--- src/hdl/afe_cmd_pkg.sv ---
`default_nettype none
package afe_cmd_pkg;
  localparam int CLK_MHZ = 100;
  localparam int DATA_W = 24;
  localparam int REG_W = 16;
  localparam int CHANNELS = 16;
  localparam int RW_BIT = 13;
  localparam logic [12:0] ADDR_CMD_LAST = 13'h001F;
  localparam logic [12:0] ADDR_RDCMD_LAST = 13'h0008;
  localparam logic [12:0] ADDR_CHAN_LAST = 13'h000F;
  localparam logic [12:0] ADDR_CONV_LAST = 13'h0004;
  localparam logic [12:0] ADDR_CK_FIRST = 13'h0006;
  localparam logic [12:0] ADDR_CFG0 = 13'h0020;
  localparam logic [12:0] ADDR_CFG1 = 13'h0021;
  localparam logic [12:0] ADDR_CK_CFG = 13'h0025;
  localparam logic [12:0] ADDR_CK_COEF = 13'h0026;
  localparam logic [12:0] ADDR_CK_TRIM = 13'h0027;
  localparam logic [12:0] ADDR_SYSCFG0 = 13'h0030;
  localparam logic [12:0] ADDR_STATUS = 13'h0031;
  localparam logic [12:0] ADDR_DATA0 = 13'h0040;
  localparam logic [15:0] INSTR_RD = 16'h2000;
  localparam logic [15:0] INSTR_WR = 16'h0000;
  localparam logic [15:0] CMD_CK_CFG = 16'h2006;
  localparam logic [15:0] CMD_CK_COEF = 16'h2007;
  localparam logic [15:0] CMD_CK_TRIM = 16'h2008;
  localparam int SYS_PW_BIT = 15;
  localparam int F_POS_MSB = 15;
  localparam int F_POS_LSB = 12;
  localparam int F_NEG_MSB = 11;
  localparam int F_NEG_LSB = 8;
  localparam int F_GAIN_MSB = 7;
  localparam int F_GAIN_LSB = 5;
  localparam int F_HV_BIT = 4;
  localparam int F_LV_MSB = 3;
  localparam int F_LV_LSB = 1;
  localparam int F_TCC_BIT = 0;
  localparam int F_CAL_MSB = 15;
  localparam int F_CAL_LSB = 12;
  localparam int F_THR_MSB = 11;
  localparam int F_THR_LSB = 8;
  localparam logic [2:0] LV_LAST = 3'h5;
  localparam logic [15:0] CFG_RESET = 16'h0000;
  localparam logic [3:0] DATA_READY_OUT_SHORT = 4'h2;
  localparam logic [3:0] DATA_READY_OUT_LONG = 4'h8;
  localparam int CK_WAIT_CYC = 64;
  localparam logic [5:0] CFG_LAST = 6'h20;
  localparam logic [5:0] COEF_LAST = 6'h2F;
  localparam logic [5:0] TRIM_LAST = 6'h0F;
  localparam logic [15:0] CRC_POLY = 16'h1021;
  localparam logic [15:0] CRC_INIT = 16'hFFFF;
  localparam logic [3:0] SCLK_HALF = 4'h8;
  localparam logic [4:0] BITS_INSTR = 5'h10;
  localparam logic [4:0] BITS_REG = 5'h10;
  localparam logic [4:0] BITS_DATA = 5'h18;
  typedef enum logic [1:0] {CK_CFG = 2'b00, CK_COEF = 2'b01, CK_TRIM = 2'b11} ck_kind_t;

  function automatic logic is_data_addr(input logic [12:0] a);
    return a[12:4] == ADDR_DATA0[12:4];
  endfunction

  // Number of data bits that follow an instruction word.
  function automatic logic [4:0] data_bits(input logic [15:0] instr);
    logic [12:0] a;
    a = instr[12:0];
    if (!instr[RW_BIT] && a <= ADDR_CMD_LAST) return 5'h00;
    if (instr[RW_BIT] && a <= ADDR_RDCMD_LAST) return 5'h00;
    return is_data_addr(a) ? BITS_DATA : BITS_REG;
  endfunction
endpackage
`default_nettype wire

--- src/hdl/afe_spi_if.sv ---
`default_nettype none
interface afe_spi_if;
  logic chip_select_n;
  logic sclk;
  logic mosi;
  logic miso;
  logic data_ready_out;
  modport dev (input chip_select_n, input sclk, input mosi, output miso, output data_ready_out);
  modport host (output chip_select_n, output sclk, output mosi, input miso, input data_ready_out);
endinterface
`default_nettype wire

--- src/hdl/afe_dev_end.sv ---
`default_nettype none
// Behaviour
// RL1: Code 0x2006 checksums configuration into 0x25.
// RL2: Code 0x2007 checksums coefficients into 0x26.
// RL3: Code 0x2008 checksums factory trim into 0x27.
// RL4: Host waits ready or 64 clocks.
// RL5: Ready pulse after checksum, within 64 clocks.
// RL6: Read instruction is 0x2000 plus address.
// RL7: Write instruction is address, then data.
// RL8: Conversion stored in channel data, ready rises.
// RL9: Direct readback shifts result while select low.
// RL10: Host may read channel data register instead.
// RL11: Ready pulse two clocks, eight when selected.
// RL12: Channel configuration reached through channel pointer.
// RL13: Sixteen channels, pointer shown in status.
// RL14: Registers 16 bits, data registers 24.
// RL15: Configuration 0 bits 15:12 positive input.
// RL16: Bits 11:8 negative input, same codes.
// RL17: Bits 7:5 select gain 0.2x to 16x.
// RL18: Bit 4 selects high-voltage or internal pair.
// RL19: Bits 3:1 select internal signal pair.
// RL20: Bit 0 set disables tempco correction.
// RL21: Configuration 1 bits 15:12 calibration pair.
// RL22: Configuration 1 bits 11:8 threshold set.
// RL23: Channel select is codes 0x0000 to 0x000F.
module afe_dev_end (
  input wire logic i_mclk,
  input wire logic i_rstn,
  afe_spi_if.dev spi,
  input wire logic i_conv_valid,
  input wire logic [3:0] i_conv_chan,
  input wire logic [afe_cmd_pkg::DATA_W-1:0] i_conv_data,
  input wire logic [3:0] i_cfg_chan,
  input wire logic [afe_cmd_pkg::DATA_W-1:0] i_coef_word,
  input wire logic [afe_cmd_pkg::REG_W-1:0] i_trim_word,
  output logic o_conv_start,
  output logic [2:0] o_conv_mode,
  output logic [5:0] o_word_idx,
  output logic [3:0] o_ch_ptr,
  output logic [3:0] o_pos_sel,
  output logic [3:0] o_neg_sel,
  output logic [2:0] o_gain_sel,
  output logic o_high_voltage_source_select,
  output logic [2:0] o_lv_sel,
  output logic o_tcc_dis,
  output logic [3:0] o_cal_ptr,
  output logic [3:0] o_thr_sel,
  output logic o_sel_unused
);
  import afe_cmd_pkg::*;

  typedef enum logic [2:0] {
    D_IDLE = 3'b000, D_INSTR = 3'b001, D_DATA = 3'b011, D_DIRECT = 3'b010, D_DONE = 3'b110
  } dev_state_t;

  logic [1:0] cs_s_ff;
  logic [1:0] sck_s_ff;
  logic [1:0] mo_s_ff;
  logic sck_d_ff;
  dev_state_t st_ff;
  logic [4:0] cnt_ff;
  logic [4:0] len_ff;
  logic [23:0] rx_ff;
  logic [23:0] tx_ff;
  logic [15:0] instr_ff;
  logic instr_done_ff;
  logic data_done_ff;
  logic [15:0] cfg0_ff [CHANNELS];
  logic [15:0] cfg1_ff [CHANNELS];
  logic [23:0] data_ff [CHANNELS];
  logic [15:0] sys_ff;
  logic [15:0] ck_res_ff [3];
  logic [3:0] ptr_ff;
  logic ck_busy_ff;
  logic ck_fin_ff;
  logic [5:0] ck_idx_ff;
  ck_kind_t ck_kind_ff;
  logic data_ready_out_ff;
  logic [3:0] data_ready_out_cnt_ff;
  logic [15:0] crc;
  logic [23:0] ck_word;
  logic [23:0] rd_val;
  logic sck_rise;
  logic cs_act;
  logic [15:0] nxt_instr;
  logic [12:0] addr;
  logic [1:0] ck_slot;

  assign sck_rise = sck_s_ff[1] & ~sck_d_ff;
  assign cs_act = ~cs_s_ff[1];
  assign nxt_instr = {rx_ff[14:0], mo_s_ff[1]};
  assign addr = instr_ff[12:0];
  assign ck_slot = (ck_kind_ff == CK_CFG) ? 2'h0 : (ck_kind_ff == CK_COEF) ? 2'h1 : 2'h2;
  assign spi.miso = tx_ff[23];
  assign spi.data_ready_out = data_ready_out_ff;
  assign o_word_idx = ck_idx_ff;
  assign o_ch_ptr = ptr_ff;

  always_ff @(posedge i_mclk or negedge i_rstn) begin
    if (!i_rstn) begin
      cs_s_ff <= 2'b11;
      sck_s_ff <= 2'b00;
      mo_s_ff <= 2'b00;
      sck_d_ff <= 1'b0;
    end else begin
      cs_s_ff <= {cs_s_ff[0], spi.chip_select_n};
      sck_s_ff <= {sck_s_ff[0], spi.sclk};
      mo_s_ff <= {mo_s_ff[0], spi.mosi};
      sck_d_ff <= sck_s_ff[1];
    end
  end

  // Frame sequencing: 16-bit instruction, then the data bits it implies.
  always_ff @(posedge i_mclk or negedge i_rstn) begin
    if (!i_rstn) begin
      st_ff <= D_IDLE;
      cnt_ff <= 5'h00;
      len_ff <= 5'h00;
      rx_ff <= 24'h000000;
      instr_ff <= 16'h0000;
      instr_done_ff <= 1'b0;
      data_done_ff <= 1'b0;
    end else begin
      instr_done_ff <= 1'b0;
      data_done_ff <= 1'b0;
      if (!cs_act) begin
        st_ff <= D_IDLE;
      end else begin
        unique case (st_ff)
          D_IDLE: begin
            st_ff <= D_INSTR;
            cnt_ff <= 5'h00;
          end
          D_INSTR: if (sck_rise) begin
            rx_ff <= {rx_ff[22:0], mo_s_ff[1]};
            cnt_ff <= 5'(cnt_ff + 5'h01);
            if (cnt_ff == BITS_INSTR - 5'h01) begin
              instr_ff <= nxt_instr;
              instr_done_ff <= 1'b1;
              len_ff <= data_bits(nxt_instr); // [RL6] [RL7]
              cnt_ff <= 5'h00;
              if (data_bits(nxt_instr) != 5'h00) begin
                st_ff <= D_DATA;
              end else if (nxt_instr[RW_BIT] && nxt_instr[12:0] <= ADDR_CONV_LAST) begin
                st_ff <= D_DIRECT; // [RL9]
              end else begin
                st_ff <= D_DONE;
              end
            end
          end
          D_DATA: if (sck_rise) begin
            rx_ff <= {rx_ff[22:0], mo_s_ff[1]};
            cnt_ff <= 5'(cnt_ff + 5'h01);
            if (cnt_ff == len_ff - 5'h01) begin
              data_done_ff <= 1'b1;
              st_ff <= D_DONE;
            end
          end
          D_DIRECT, D_DONE: begin
          end
        endcase
      end
    end
  end

  always_comb begin
    rd_val = 24'h000000;
    if (is_data_addr(addr)) begin
      rd_val = data_ff[addr[3:0]];
    end else begin
      case (addr)
        ADDR_CFG0: rd_val = {8'h00, cfg0_ff[ptr_ff]}; // [RL12]
        ADDR_CFG1: rd_val = {8'h00, cfg1_ff[ptr_ff]};
        ADDR_CK_CFG: rd_val = {8'h00, ck_res_ff[0]};
        ADDR_CK_COEF: rd_val = {8'h00, ck_res_ff[1]};
        ADDR_CK_TRIM: rd_val = {8'h00, ck_res_ff[2]};
        ADDR_SYSCFG0: rd_val = {8'h00, sys_ff};
        ADDR_STATUS: rd_val = {20'h00000, ptr_ff}; // [RL13]
        default: rd_val = 24'h000000;
      endcase
    end
  end

  // Outgoing bits: a read value is left-aligned in the 24-bit buffer.
  always_ff @(posedge i_mclk or negedge i_rstn) begin
    if (!i_rstn) begin
      tx_ff <= 24'h000000;
    end else if (instr_done_ff) begin
      tx_ff <= (len_ff == BITS_DATA) ? rd_val : {rd_val[15:0], 8'h00}; // [RL14]
    end else if (st_ff == D_DIRECT && cs_act && i_conv_valid) begin
      tx_ff <= i_conv_data; // [RL9]
    end else if (sck_rise && (st_ff == D_DATA || st_ff == D_DIRECT)) begin
      tx_ff <= {tx_ff[22:0], 1'b0};
    end
  end

  always_ff @(posedge i_mclk or negedge i_rstn) begin
    if (!i_rstn) begin
      ptr_ff <= 4'h0;
      o_conv_start <= 1'b0;
      o_conv_mode <= 3'h0;
    end else begin
      o_conv_start <= 1'b0;
      if (instr_done_ff && !instr_ff[RW_BIT] && addr <= ADDR_CHAN_LAST) begin
        ptr_ff <= addr[3:0]; // [RL23] [RL12]
      end
      if (instr_done_ff && instr_ff[RW_BIT] && addr <= ADDR_CONV_LAST) begin
        o_conv_start <= 1'b1;
        o_conv_mode <= addr[2:0];
      end
    end
  end

  always_ff @(posedge i_mclk or negedge i_rstn) begin
    if (!i_rstn) begin
      for (int i = 0; i < CHANNELS; i++) begin
        cfg0_ff[i] <= CFG_RESET;
        cfg1_ff[i] <= CFG_RESET;
      end
      sys_ff <= CFG_RESET;
    end else if (data_done_ff && !instr_ff[RW_BIT]) begin
      case (addr)
        ADDR_CFG0: cfg0_ff[ptr_ff] <= rx_ff[15:0]; // [RL12] [RL7]
        ADDR_CFG1: cfg1_ff[ptr_ff] <= rx_ff[15:0];
        ADDR_SYSCFG0: sys_ff <= rx_ff[15:0];
        default: begin
        end
      endcase
    end
  end

  always_ff @(posedge i_mclk or negedge i_rstn) begin
    if (!i_rstn) begin
      for (int i = 0; i < CHANNELS; i++) begin
        data_ff[i] <= 24'h000000;
      end
    end else if (i_conv_valid) begin
      data_ff[i_conv_chan] <= i_conv_data; // [RL8]
    end
  end

  // Checksum walk: one word per clock, so the longest walk ends well inside 64 clocks.
  always_comb begin
    ck_word = 24'h000000;
    unique case (ck_kind_ff)
      CK_CFG: begin
        if (ck_idx_ff < 6'h10) ck_word = {8'h00, cfg0_ff[ck_idx_ff[3:0]]}; // [RL1]
        else if (ck_idx_ff < CFG_LAST) ck_word = {8'h00, cfg1_ff[ck_idx_ff[3:0]]};
        else ck_word = {8'h00, sys_ff};
      end
      CK_COEF: ck_word = i_coef_word; // [RL2]
      CK_TRIM: ck_word = {8'h00, i_trim_word}; // [RL3]
    endcase
  end

  always_ff @(posedge i_mclk or negedge i_rstn) begin
    if (!i_rstn) begin
      ck_busy_ff <= 1'b0;
      ck_fin_ff <= 1'b0;
      ck_kind_ff <= CK_CFG;
      ck_idx_ff <= 6'h00;
    end else begin
      ck_fin_ff <= 1'b0;
      if (!ck_busy_ff && instr_done_ff && instr_ff[RW_BIT] && addr >= ADDR_CK_FIRST
          && addr <= ADDR_RDCMD_LAST) begin
        ck_busy_ff <= 1'b1;
        ck_idx_ff <= 6'h00;
        ck_kind_ff <= (instr_ff == CMD_CK_CFG) ? CK_CFG : (instr_ff == CMD_CK_COEF) ? CK_COEF : CK_TRIM;
      end else if (ck_busy_ff) begin
        ck_idx_ff <= 6'(ck_idx_ff + 6'h01);
        if (ck_idx_ff == ((ck_kind_ff == CK_CFG) ? CFG_LAST : (ck_kind_ff == CK_COEF) ? COEF_LAST : TRIM_LAST)) begin
          ck_busy_ff <= 1'b0;
          ck_fin_ff <= 1'b1;
        end
      end
    end
  end

  crc16_engine u_crc (
    .i_mclk(i_mclk),
    .i_rstn(i_rstn),
    .i_clear(~ck_busy_ff),
    .i_valid(ck_busy_ff),
    .i_wide(ck_kind_ff == CK_COEF),
    .i_word(ck_word),
    .o_crc(crc)
  );

  always_ff @(posedge i_mclk or negedge i_rstn) begin
    if (!i_rstn) begin
      for (int i = 0; i < 3; i++) begin
        ck_res_ff[i] <= 16'h0000;
      end
    end else if (ck_fin_ff) begin
      ck_res_ff[ck_slot] <= crc; // [RL1] [RL2] [RL3]
    end
  end

  always_ff @(posedge i_mclk or negedge i_rstn) begin
    if (!i_rstn) begin
      data_ready_out_ff <= 1'b0;
      data_ready_out_cnt_ff <= 4'h0;
    end else if (ck_fin_ff || i_conv_valid) begin
      data_ready_out_ff <= 1'b1; // [RL5] [RL8]
      data_ready_out_cnt_ff <= (sys_ff[SYS_PW_BIT] ? DATA_READY_OUT_LONG : DATA_READY_OUT_SHORT) - 4'h1; // [RL11]
    end else if (data_ready_out_cnt_ff != 4'h0) begin
      data_ready_out_cnt_ff <= 4'(data_ready_out_cnt_ff - 4'h1);
    end else begin
      data_ready_out_ff <= 1'b0;
    end
  end

  // Field decode for the channel the converter is working on.
  always_ff @(posedge i_mclk or negedge i_rstn) begin
    if (!i_rstn) begin
      o_pos_sel <= 4'h0;
      o_neg_sel <= 4'h0;
      o_gain_sel <= 3'h0;
      o_high_voltage_source_select <= 1'b0;
      o_lv_sel <= 3'h0;
      o_tcc_dis <= 1'b0;
      o_cal_ptr <= 4'h0;
      o_thr_sel <= 4'h0;
      o_sel_unused <= 1'b0;
    end else begin
      o_pos_sel <= cfg0_ff[i_cfg_chan][F_POS_MSB:F_POS_LSB]; // [RL15]
      o_neg_sel <= cfg0_ff[i_cfg_chan][F_NEG_MSB:F_NEG_LSB]; // [RL16]
      o_gain_sel <= cfg0_ff[i_cfg_chan][F_GAIN_MSB:F_GAIN_LSB]; // [RL17]
      o_high_voltage_source_select <= cfg0_ff[i_cfg_chan][F_HV_BIT]; // [RL18]
      o_lv_sel <= cfg0_ff[i_cfg_chan][F_LV_MSB:F_LV_LSB]; // [RL19]
      o_tcc_dis <= cfg0_ff[i_cfg_chan][F_TCC_BIT]; // [RL20]
      o_cal_ptr <= cfg1_ff[i_cfg_chan][F_CAL_MSB:F_CAL_LSB]; // [RL21]
      o_thr_sel <= cfg1_ff[i_cfg_chan][F_THR_MSB:F_THR_LSB]; // [RL22]
      o_sel_unused <= cfg0_ff[i_cfg_chan][F_HV_BIT]
                      ? (cfg0_ff[i_cfg_chan][F_POS_MSB] | cfg0_ff[i_cfg_chan][F_NEG_MSB])
                      : (cfg0_ff[i_cfg_chan][F_LV_MSB:F_LV_LSB] > LV_LAST); // [RL15] [RL16] [RL19]
    end
  end
endmodule // afe_dev_end
`default_nettype wire

--- src/hdl/crc16_engine.sv ---
`default_nettype none
module crc16_engine (
  input wire logic i_mclk,
  input wire logic i_rstn,
  input wire logic i_clear,
  input wire logic i_valid,
  input wire logic i_wide,
  input wire logic [afe_cmd_pkg::DATA_W-1:0] i_word,
  output logic [15:0] o_crc
);
  import afe_cmd_pkg::*;

  // Folds a word in MSB first; a narrow word uses only its low 16 bits.
  function automatic logic [15:0] crc_word(input logic [15:0] c, input logic [23:0] w, input logic wide);
    logic [15:0] r;
    logic fb;
    r = c;
    for (int i = 23; i >= 0; i--) begin
      if (wide || i < 16) begin
        fb = r[15] ^ w[i];
        r = {r[14:0], 1'b0} ^ (fb ? CRC_POLY : 16'h0000);
      end
    end
    return r;
  endfunction

  always_ff @(posedge i_mclk or negedge i_rstn) begin
    if (!i_rstn) begin
      o_crc <= CRC_INIT;
    end else if (i_clear) begin
      o_crc <= CRC_INIT;
    end else if (i_valid) begin
      o_crc <= crc_word(o_crc, i_word, i_wide);
    end
  end
endmodule // crc16_engine
`default_nettype wire

--- src/flat_wrapper.sv ---
// flat-port wrapper written by rule: the top's interface ports become plain ports
module afe_dev_end_flat import afe_cmd_pkg::*;
  (i_mclk, i_rstn, i_conv_valid, i_conv_chan, i_conv_data, i_cfg_chan, i_coef_word, i_trim_word, o_conv_start, o_conv_mode, o_word_idx, o_ch_ptr, o_pos_sel, o_neg_sel, o_gain_sel, o_high_voltage_source_select, o_lv_sel, o_tcc_dis, o_cal_ptr, o_thr_sel, o_sel_unused, spi_chip_select_n, spi_sclk, spi_mosi, spi_miso, spi_data_ready_out);
  afe_spi_if spi_i ();
  input wire logic i_mclk;
  input wire logic i_rstn;
  input wire logic i_conv_valid;
  input wire logic [3:0] i_conv_chan;
  input wire logic [afe_cmd_pkg::DATA_W-1:0] i_conv_data;
  input wire logic [3:0] i_cfg_chan;
  input wire logic [afe_cmd_pkg::DATA_W-1:0] i_coef_word;
  input wire logic [afe_cmd_pkg::REG_W-1:0] i_trim_word;
  output logic o_conv_start;
  output logic [2:0] o_conv_mode;
  output logic [5:0] o_word_idx;
  output logic [3:0] o_ch_ptr;
  output logic [3:0] o_pos_sel;
  output logic [3:0] o_neg_sel;
  output logic [2:0] o_gain_sel;
  output logic o_high_voltage_source_select;
  output logic [2:0] o_lv_sel;
  output logic o_tcc_dis;
  output logic [3:0] o_cal_ptr;
  output logic [3:0] o_thr_sel;
  output logic o_sel_unused;
  input wire logic [$bits(spi_i.chip_select_n)-1:0] spi_chip_select_n;
  input wire logic [$bits(spi_i.sclk)-1:0] spi_sclk;
  input wire logic [$bits(spi_i.mosi)-1:0] spi_mosi;
  output wire logic [$bits(spi_i.miso)-1:0] spi_miso;
  output wire logic [$bits(spi_i.data_ready_out)-1:0] spi_data_ready_out;
  assign spi_i.chip_select_n = spi_chip_select_n;
  assign spi_i.sclk = spi_sclk;
  assign spi_i.mosi = spi_mosi;
  assign spi_miso = spi_i.miso;
  assign spi_data_ready_out = spi_i.data_ready_out;
  afe_dev_end u_core (.i_mclk(i_mclk), .i_rstn(i_rstn), .spi(spi_i), .i_conv_valid(i_conv_valid), .i_conv_chan(i_conv_chan), .i_conv_data(i_conv_data), .i_cfg_chan(i_cfg_chan), .i_coef_word(i_coef_word), .i_trim_word(i_trim_word), .o_conv_start(o_conv_start), .o_conv_mode(o_conv_mode), .o_word_idx(o_word_idx), .o_ch_ptr(o_ch_ptr), .o_pos_sel(o_pos_sel), .o_neg_sel(o_neg_sel), .o_gain_sel(o_gain_sel), .o_high_voltage_source_select(o_high_voltage_source_select), .o_lv_sel(o_lv_sel), .o_tcc_dis(o_tcc_dis), .o_cal_ptr(o_cal_ptr), .o_thr_sel(o_thr_sel), .o_sel_unused(o_sel_unused));
endmodule
--- config.mk ---
export PLATFORM = sky130hd
export DESIGN_NAME = afe_dev_end_flat
export DESIGN_NICKNAME = d
export VERILOG_FILES = /design/src/hdl/afe_cmd_pkg.sv /design/src/hdl/afe_spi_if.sv /design/src/hdl/afe_dev_end.sv /design/src/hdl/crc16_engine.sv /design/src/flat_wrapper.sv
export SDC_FILE = /design/constraint.sdc
export NUM_CORES = 2
export LEC_CHECK = 0
export ABC_CLOCK_PERIOD_IN_PS = 5750
export BUFFER_PORTS_ARGS = -buffer_cell sky130_fd_sc_hd__buf_2
export CORE_MARGIN = 1.5
export CORE_UTILIZATION = 56
export CTS_CLUSTER_DIAMETER = 60
export CTS_CLUSTER_SIZE = 12
export DETAILED_ROUTE_END_ITERATION = 7
export PLACE_DENSITY = 0.81
export SYNTH_ARGS = -nofsm -noshare
export SYNTH_HDL_FRONTEND = slang
export SYNTH_SLANG_ARGS = --single-unit
--- constraint.sdc ---
create_clock -name i_mclk -period 5.75 [get_ports i_mclk]
set_clock_uncertainty 0.15 [all_clocks]
set_input_delay 0.2875 -clock i_mclk [delete_from_list [all_inputs] [get_ports i_mclk]]
set_output_delay 0.2875 -clock i_mclk [all_outputs]
set_load 0.1 [all_outputs]
==> metrics.md <==
| Metric | Value |
|---|---|
| Critical Path Start | `u_core.o_word_idx[0]` |
| Filler instances | `between 7000 and 8000` |
| Achievable Freq | `between 200 and 250 MHz` |
| CP startpoint kind | `flop` |
| P&R area growth vs syn | `9.11%` |
| Worst EP arrival | `5.18 ns` |
| Crit path max fanout | `29` |
| Number of buffers added on ports | `118` |
| Crit-path cells | `buf_4 > mux2i_1 > a22oi_1 > a21boi_0 > nor4_2 > xnor2_1 > o221ai_2 > xnor3_1 > xnor2_2 > xor2_1 > nand2_1` |
| RSZ-0062 raised after global routing | `false` |
| Clk sink count | `roughly 1100` |
| Vias | `37184` |
| Worst EP required | `6.18 ns` |
| Clock buffer depth | `3` |
| Post-DR wirelength/cell | `~31 um` |
| H-tree depth | `3` |
| Logic gate share of total power | `a little over a tenth` |
| Max_cap viols | `0` |
| Synth top area cells | `dfrtp_1 47%, mux2_2 19%, mux4_2 19%` |
| Adder-cell share of the synthesized area | `less than 1%` |
| Die width | `324 um` |
| Worst Hold Class | `primary input to async pin` |
| Crit end category | `flop` |
| Min cycle time layout | `about 4.8 ns` |
| 1st-iter DRT viols | `about 4400` |
| Final setup margin | `between 0.9 and 1 ns` |
| Top delay family on crit path | `XOR/XNOR gates` |
| Residual DRC | `0` |
| Asr flop ratio synth | `100%` |
| Initial Utilization | `56.7%` |
| Yosys top cell area share | `between 40% and 50%` |
| Synth Area in Simple Gates | `under 10%` |
| CTS tree | `done` |
| #FFs+latches synth | `~1100` |
| Layout Nets | `~4000` |
| Critical-path top delay cell | `nor4_2` |
| Final Max Tran Viols | `0` |
| Sw frac | `24.9%` |
| CP bufs+invs | `1` |
| FP Rows | `between 100 and 150` |
| Post-Route Setup TNS | `0 ns` |
| Largest net degree at the start of global routing | `~150` |
| Routed Antenna Nets | `0` |
| Combinational family with the most area after synthesis | `multiplexers` |
| Register clock-pin slew on the reported worst setup and hold paths | `0.07 ns` |
| Worst slack, placed | `between 1 and 1.5 ns` |
| First-pass GRT wire length | `between 200 and 250 mm` |
| Slew at the pin closest to its max-slew limit | `~1.3 ns` |
| Final setup vio count | `0` |
| Clock group share of total power | `37.4%` |
| CP Class | `flop to flop` |
| Post-synth top cells | `1081 x dfrtp_1, 999 x mux2_2, 478 x mux4_2` |
| Top Ports | `119` |
| Sequential share of the synthesized area | `~48%` |
| Leakage | `around 27 nW` |
| Core area | `a little over 100000 um^2` |
| Sequential share of power | `approximately half` |
| Synth Area in Compound Gates | `about 2.9%` |
| Post-synth EDFFs | `0` |
| Gr usage total | `roughly a third` |
| Vias per cell | `around 7` |
| Die Span Y | `between 300 and 400 um` |
| Post-Synth XOR/XNOR Area | `approximately 1.7%` |
| Run status | `finished, final reports clean` |
| TritonRoute pass-1 iters | `6` |
| Sw Pwr | `~4.3 mW` |
| Final HPWL DP | `approximately 100 mm` |
| Ys flop type | `dfrtp_1` |
| Post-CTS Setup Bufs | `0` |
| Synth warnings | `0` |
| Skew-Pair Late Insertion Delay | `slightly below 0.7 ns` |
| Power density over the cells | `~270 nW/um^2` |
| VDD IR max | `between 0.2 and 0.3 mV` |
| Relative slew slack | `between 10% and 20%` |
| Global route overflow | `0` |
| Ratio of cells with drive above 1 in the final layout | `between 40% and 50%` |
| Fin crit share | `a little over 80%` |
| Mapped Avg Cell Area | `about 15 um^2` |
| Initial antenna violation count | `5` |
| Synth Cell Area | `between 50000 and 60000 um^2` |
| Most frequent cell after synthesis | `dfrtp_1` |
| CTS Buf Count | `106` |
| Die ar. | `between 100000 and 150000 um^2` |
| Final Hold Fails | `0` |
| Reg2reg start | `u_core.o_word_idx[0]` |
| CP peak stage delay | `between 0.9 and 1 ns` |
| Yosys cell types | `80` |
| Syn Inst Count | `between 3000 and 4000` |
| Area leader, netlist | `dfrtp_1` |
| Post-Syn Nets | `3980` |
| Multiplexer share of the synthesized area | `41.2%` |
| Routed WL | `about 160 mm` |
| Root Buffer | `clkbuf_16` |
| Int Power | `between 10 and 15 mW` |
| Vias in the first global route | `between 30000 and 40000` |
| GP Congestion | `roughly 0.94` |
[flip-flops by register name, summed over array words and instances (netlist names), 16 cells and up]
name,count
u_core.sys_ff,16
u_core.ck_res_ff,48
u_core.cfg1_ff,256
u_core.u_crc.o_crc,16
u_core.data_ff,384
u_core.instr_ff,16
u_core.tx_ff,24
u_core.cfg0_ff,256
u_core.rx_ff,16
[power groups by stage]
stage | clock (mW) | sequential (mW) | combinational (mW)
after global routing | 6.84 | 9.01 | 2.03
final | 6.47 | 8.94 | 1.88
after floorplan | 0 | 8.90 | 1.32
after detailed placement | 0 | 9.04 | 1.85
after CTS | 6.53 | 8.91 | 1.88
after global placement | 0 | 8.99 | 1.78
[cell type report]
cell class                      instances  area [um^2]  share of cell area [%]
Antenna cell                            4         10.0                  0.0159
Clock buffer                          139         2840                    4.50
Clock inverter                         15          195                   0.309
Inverter                               12         45.0                  0.0714
Multi-Input combinational cell       2430        28800                    45.7
Sequential cell                      1099        27600                    43.7
Tap cell                             1368         1710                    2.71
Timing Repair Buffer                  266         1930                    3.06
[cell families after synthesis]
family	after synthesis
and+or+nand+nor	448
DFF	1099
xor gates and xnor gates	94
AOI/OAI and AO/OA	245
buffers and inverters	367
adders and majority gates	6
muxes	1637
[cell usage in the layout, fill, tap and decap left out, types with 11 or more instances in the layout]
cell type and count:
nor2_2 16, mux2_2 999, a221o_1 12, dfrtp_1 1070, and3_1 31, nand2b_1 14, dfstp_2 18, nand3_1 31
clkbuf_1 28, buf_2 115, mux2i_1 149, dlygate4sd3_1 29, o22ai_1 16, mux4_1 11, nand2_1 178, mux4_2 478
a32oi_1 11, buf_12 11, nor2b_1 14, xnor2_1 53, nor3_1 18, o211ai_1 11, a21oi_1 28, a22oi_1 42
nor2_1 77, clkbuf_16 107, xor2_1 26, o21ai_0 60, buf_4 109
[path summary, 6_finish.rpt]
kind / endpoint / slack [ns] / cells after the start
max reg2reg: u_core.u_crc.o_crc[6] / 1.0 / 11
min: u_core.o_pos_sel[1] / 0.13 / 2
min in group i_mclk: u_core.sck_s_ff[0] / 0.13 / 2
max: u_core.u_crc.o_crc[6] / 1.0 / 11
min reg2reg: u_core.sck_s_ff[1] / 0.20 / 0
max in group asynchronous: u_core.cfg0_ff[164] / 3.73 / 3
[worst register-to-register path: stages (launching register included)]
cell and delay [ns]:
dfrtp_4 0.79, buf_4 0.57, mux2i_1 0.17, a22oi_1 0.20, a21boi_0 0.28, nor4_2 0.93, xnor2_1 0.18, o221ai_2 0.29
xnor3_1 0.56, xnor2_2 0.28, xor2_1 0.18, nand2_1 0.07
[repair_timing]
action	4_1_cts	5_1_grt
resized for setup	0	0
hold buffers	29	0
endpoints found under the hold margin	457	0
[layer usage]
layer | GRT usage [%] | up-vias | wire length (um)
met2 | 46.5 | 2060 | 74500
met5 | 0 | - | 7
met4 | 15.9 | 2 | 9080
met1 | 43.2 | 19790 | 63400
met3 | 8.60 | 447 | 17500
li1 | - | 14885 | -
[metrics by stage]
| stage | utilization [%] | std cells | cell area [um^2] | hold WS [ns] | power (mW) |
|---|---|---|---|---|---|
| floorplan | - | 3896 | 57800 | -0.158 | 10.2 |
| global placement | 58.6 | 5146 | 59800 | 0.186 | 10.8 |
| detailed placement | 58.6 | 5146 | 59800 | 0.193 | 10.9 |
| CTS | 61.8 | 5329 | 63100 | 0.0887 | 17.3 |
| global route | 61.8 | 5330 | 63100 | 0.134 | 17.9 |
| finish | 61.8 | 5333 | 63100 | 0.128 | 17.3 |
No activity file was read; power rests on OpenSTA's default activity.
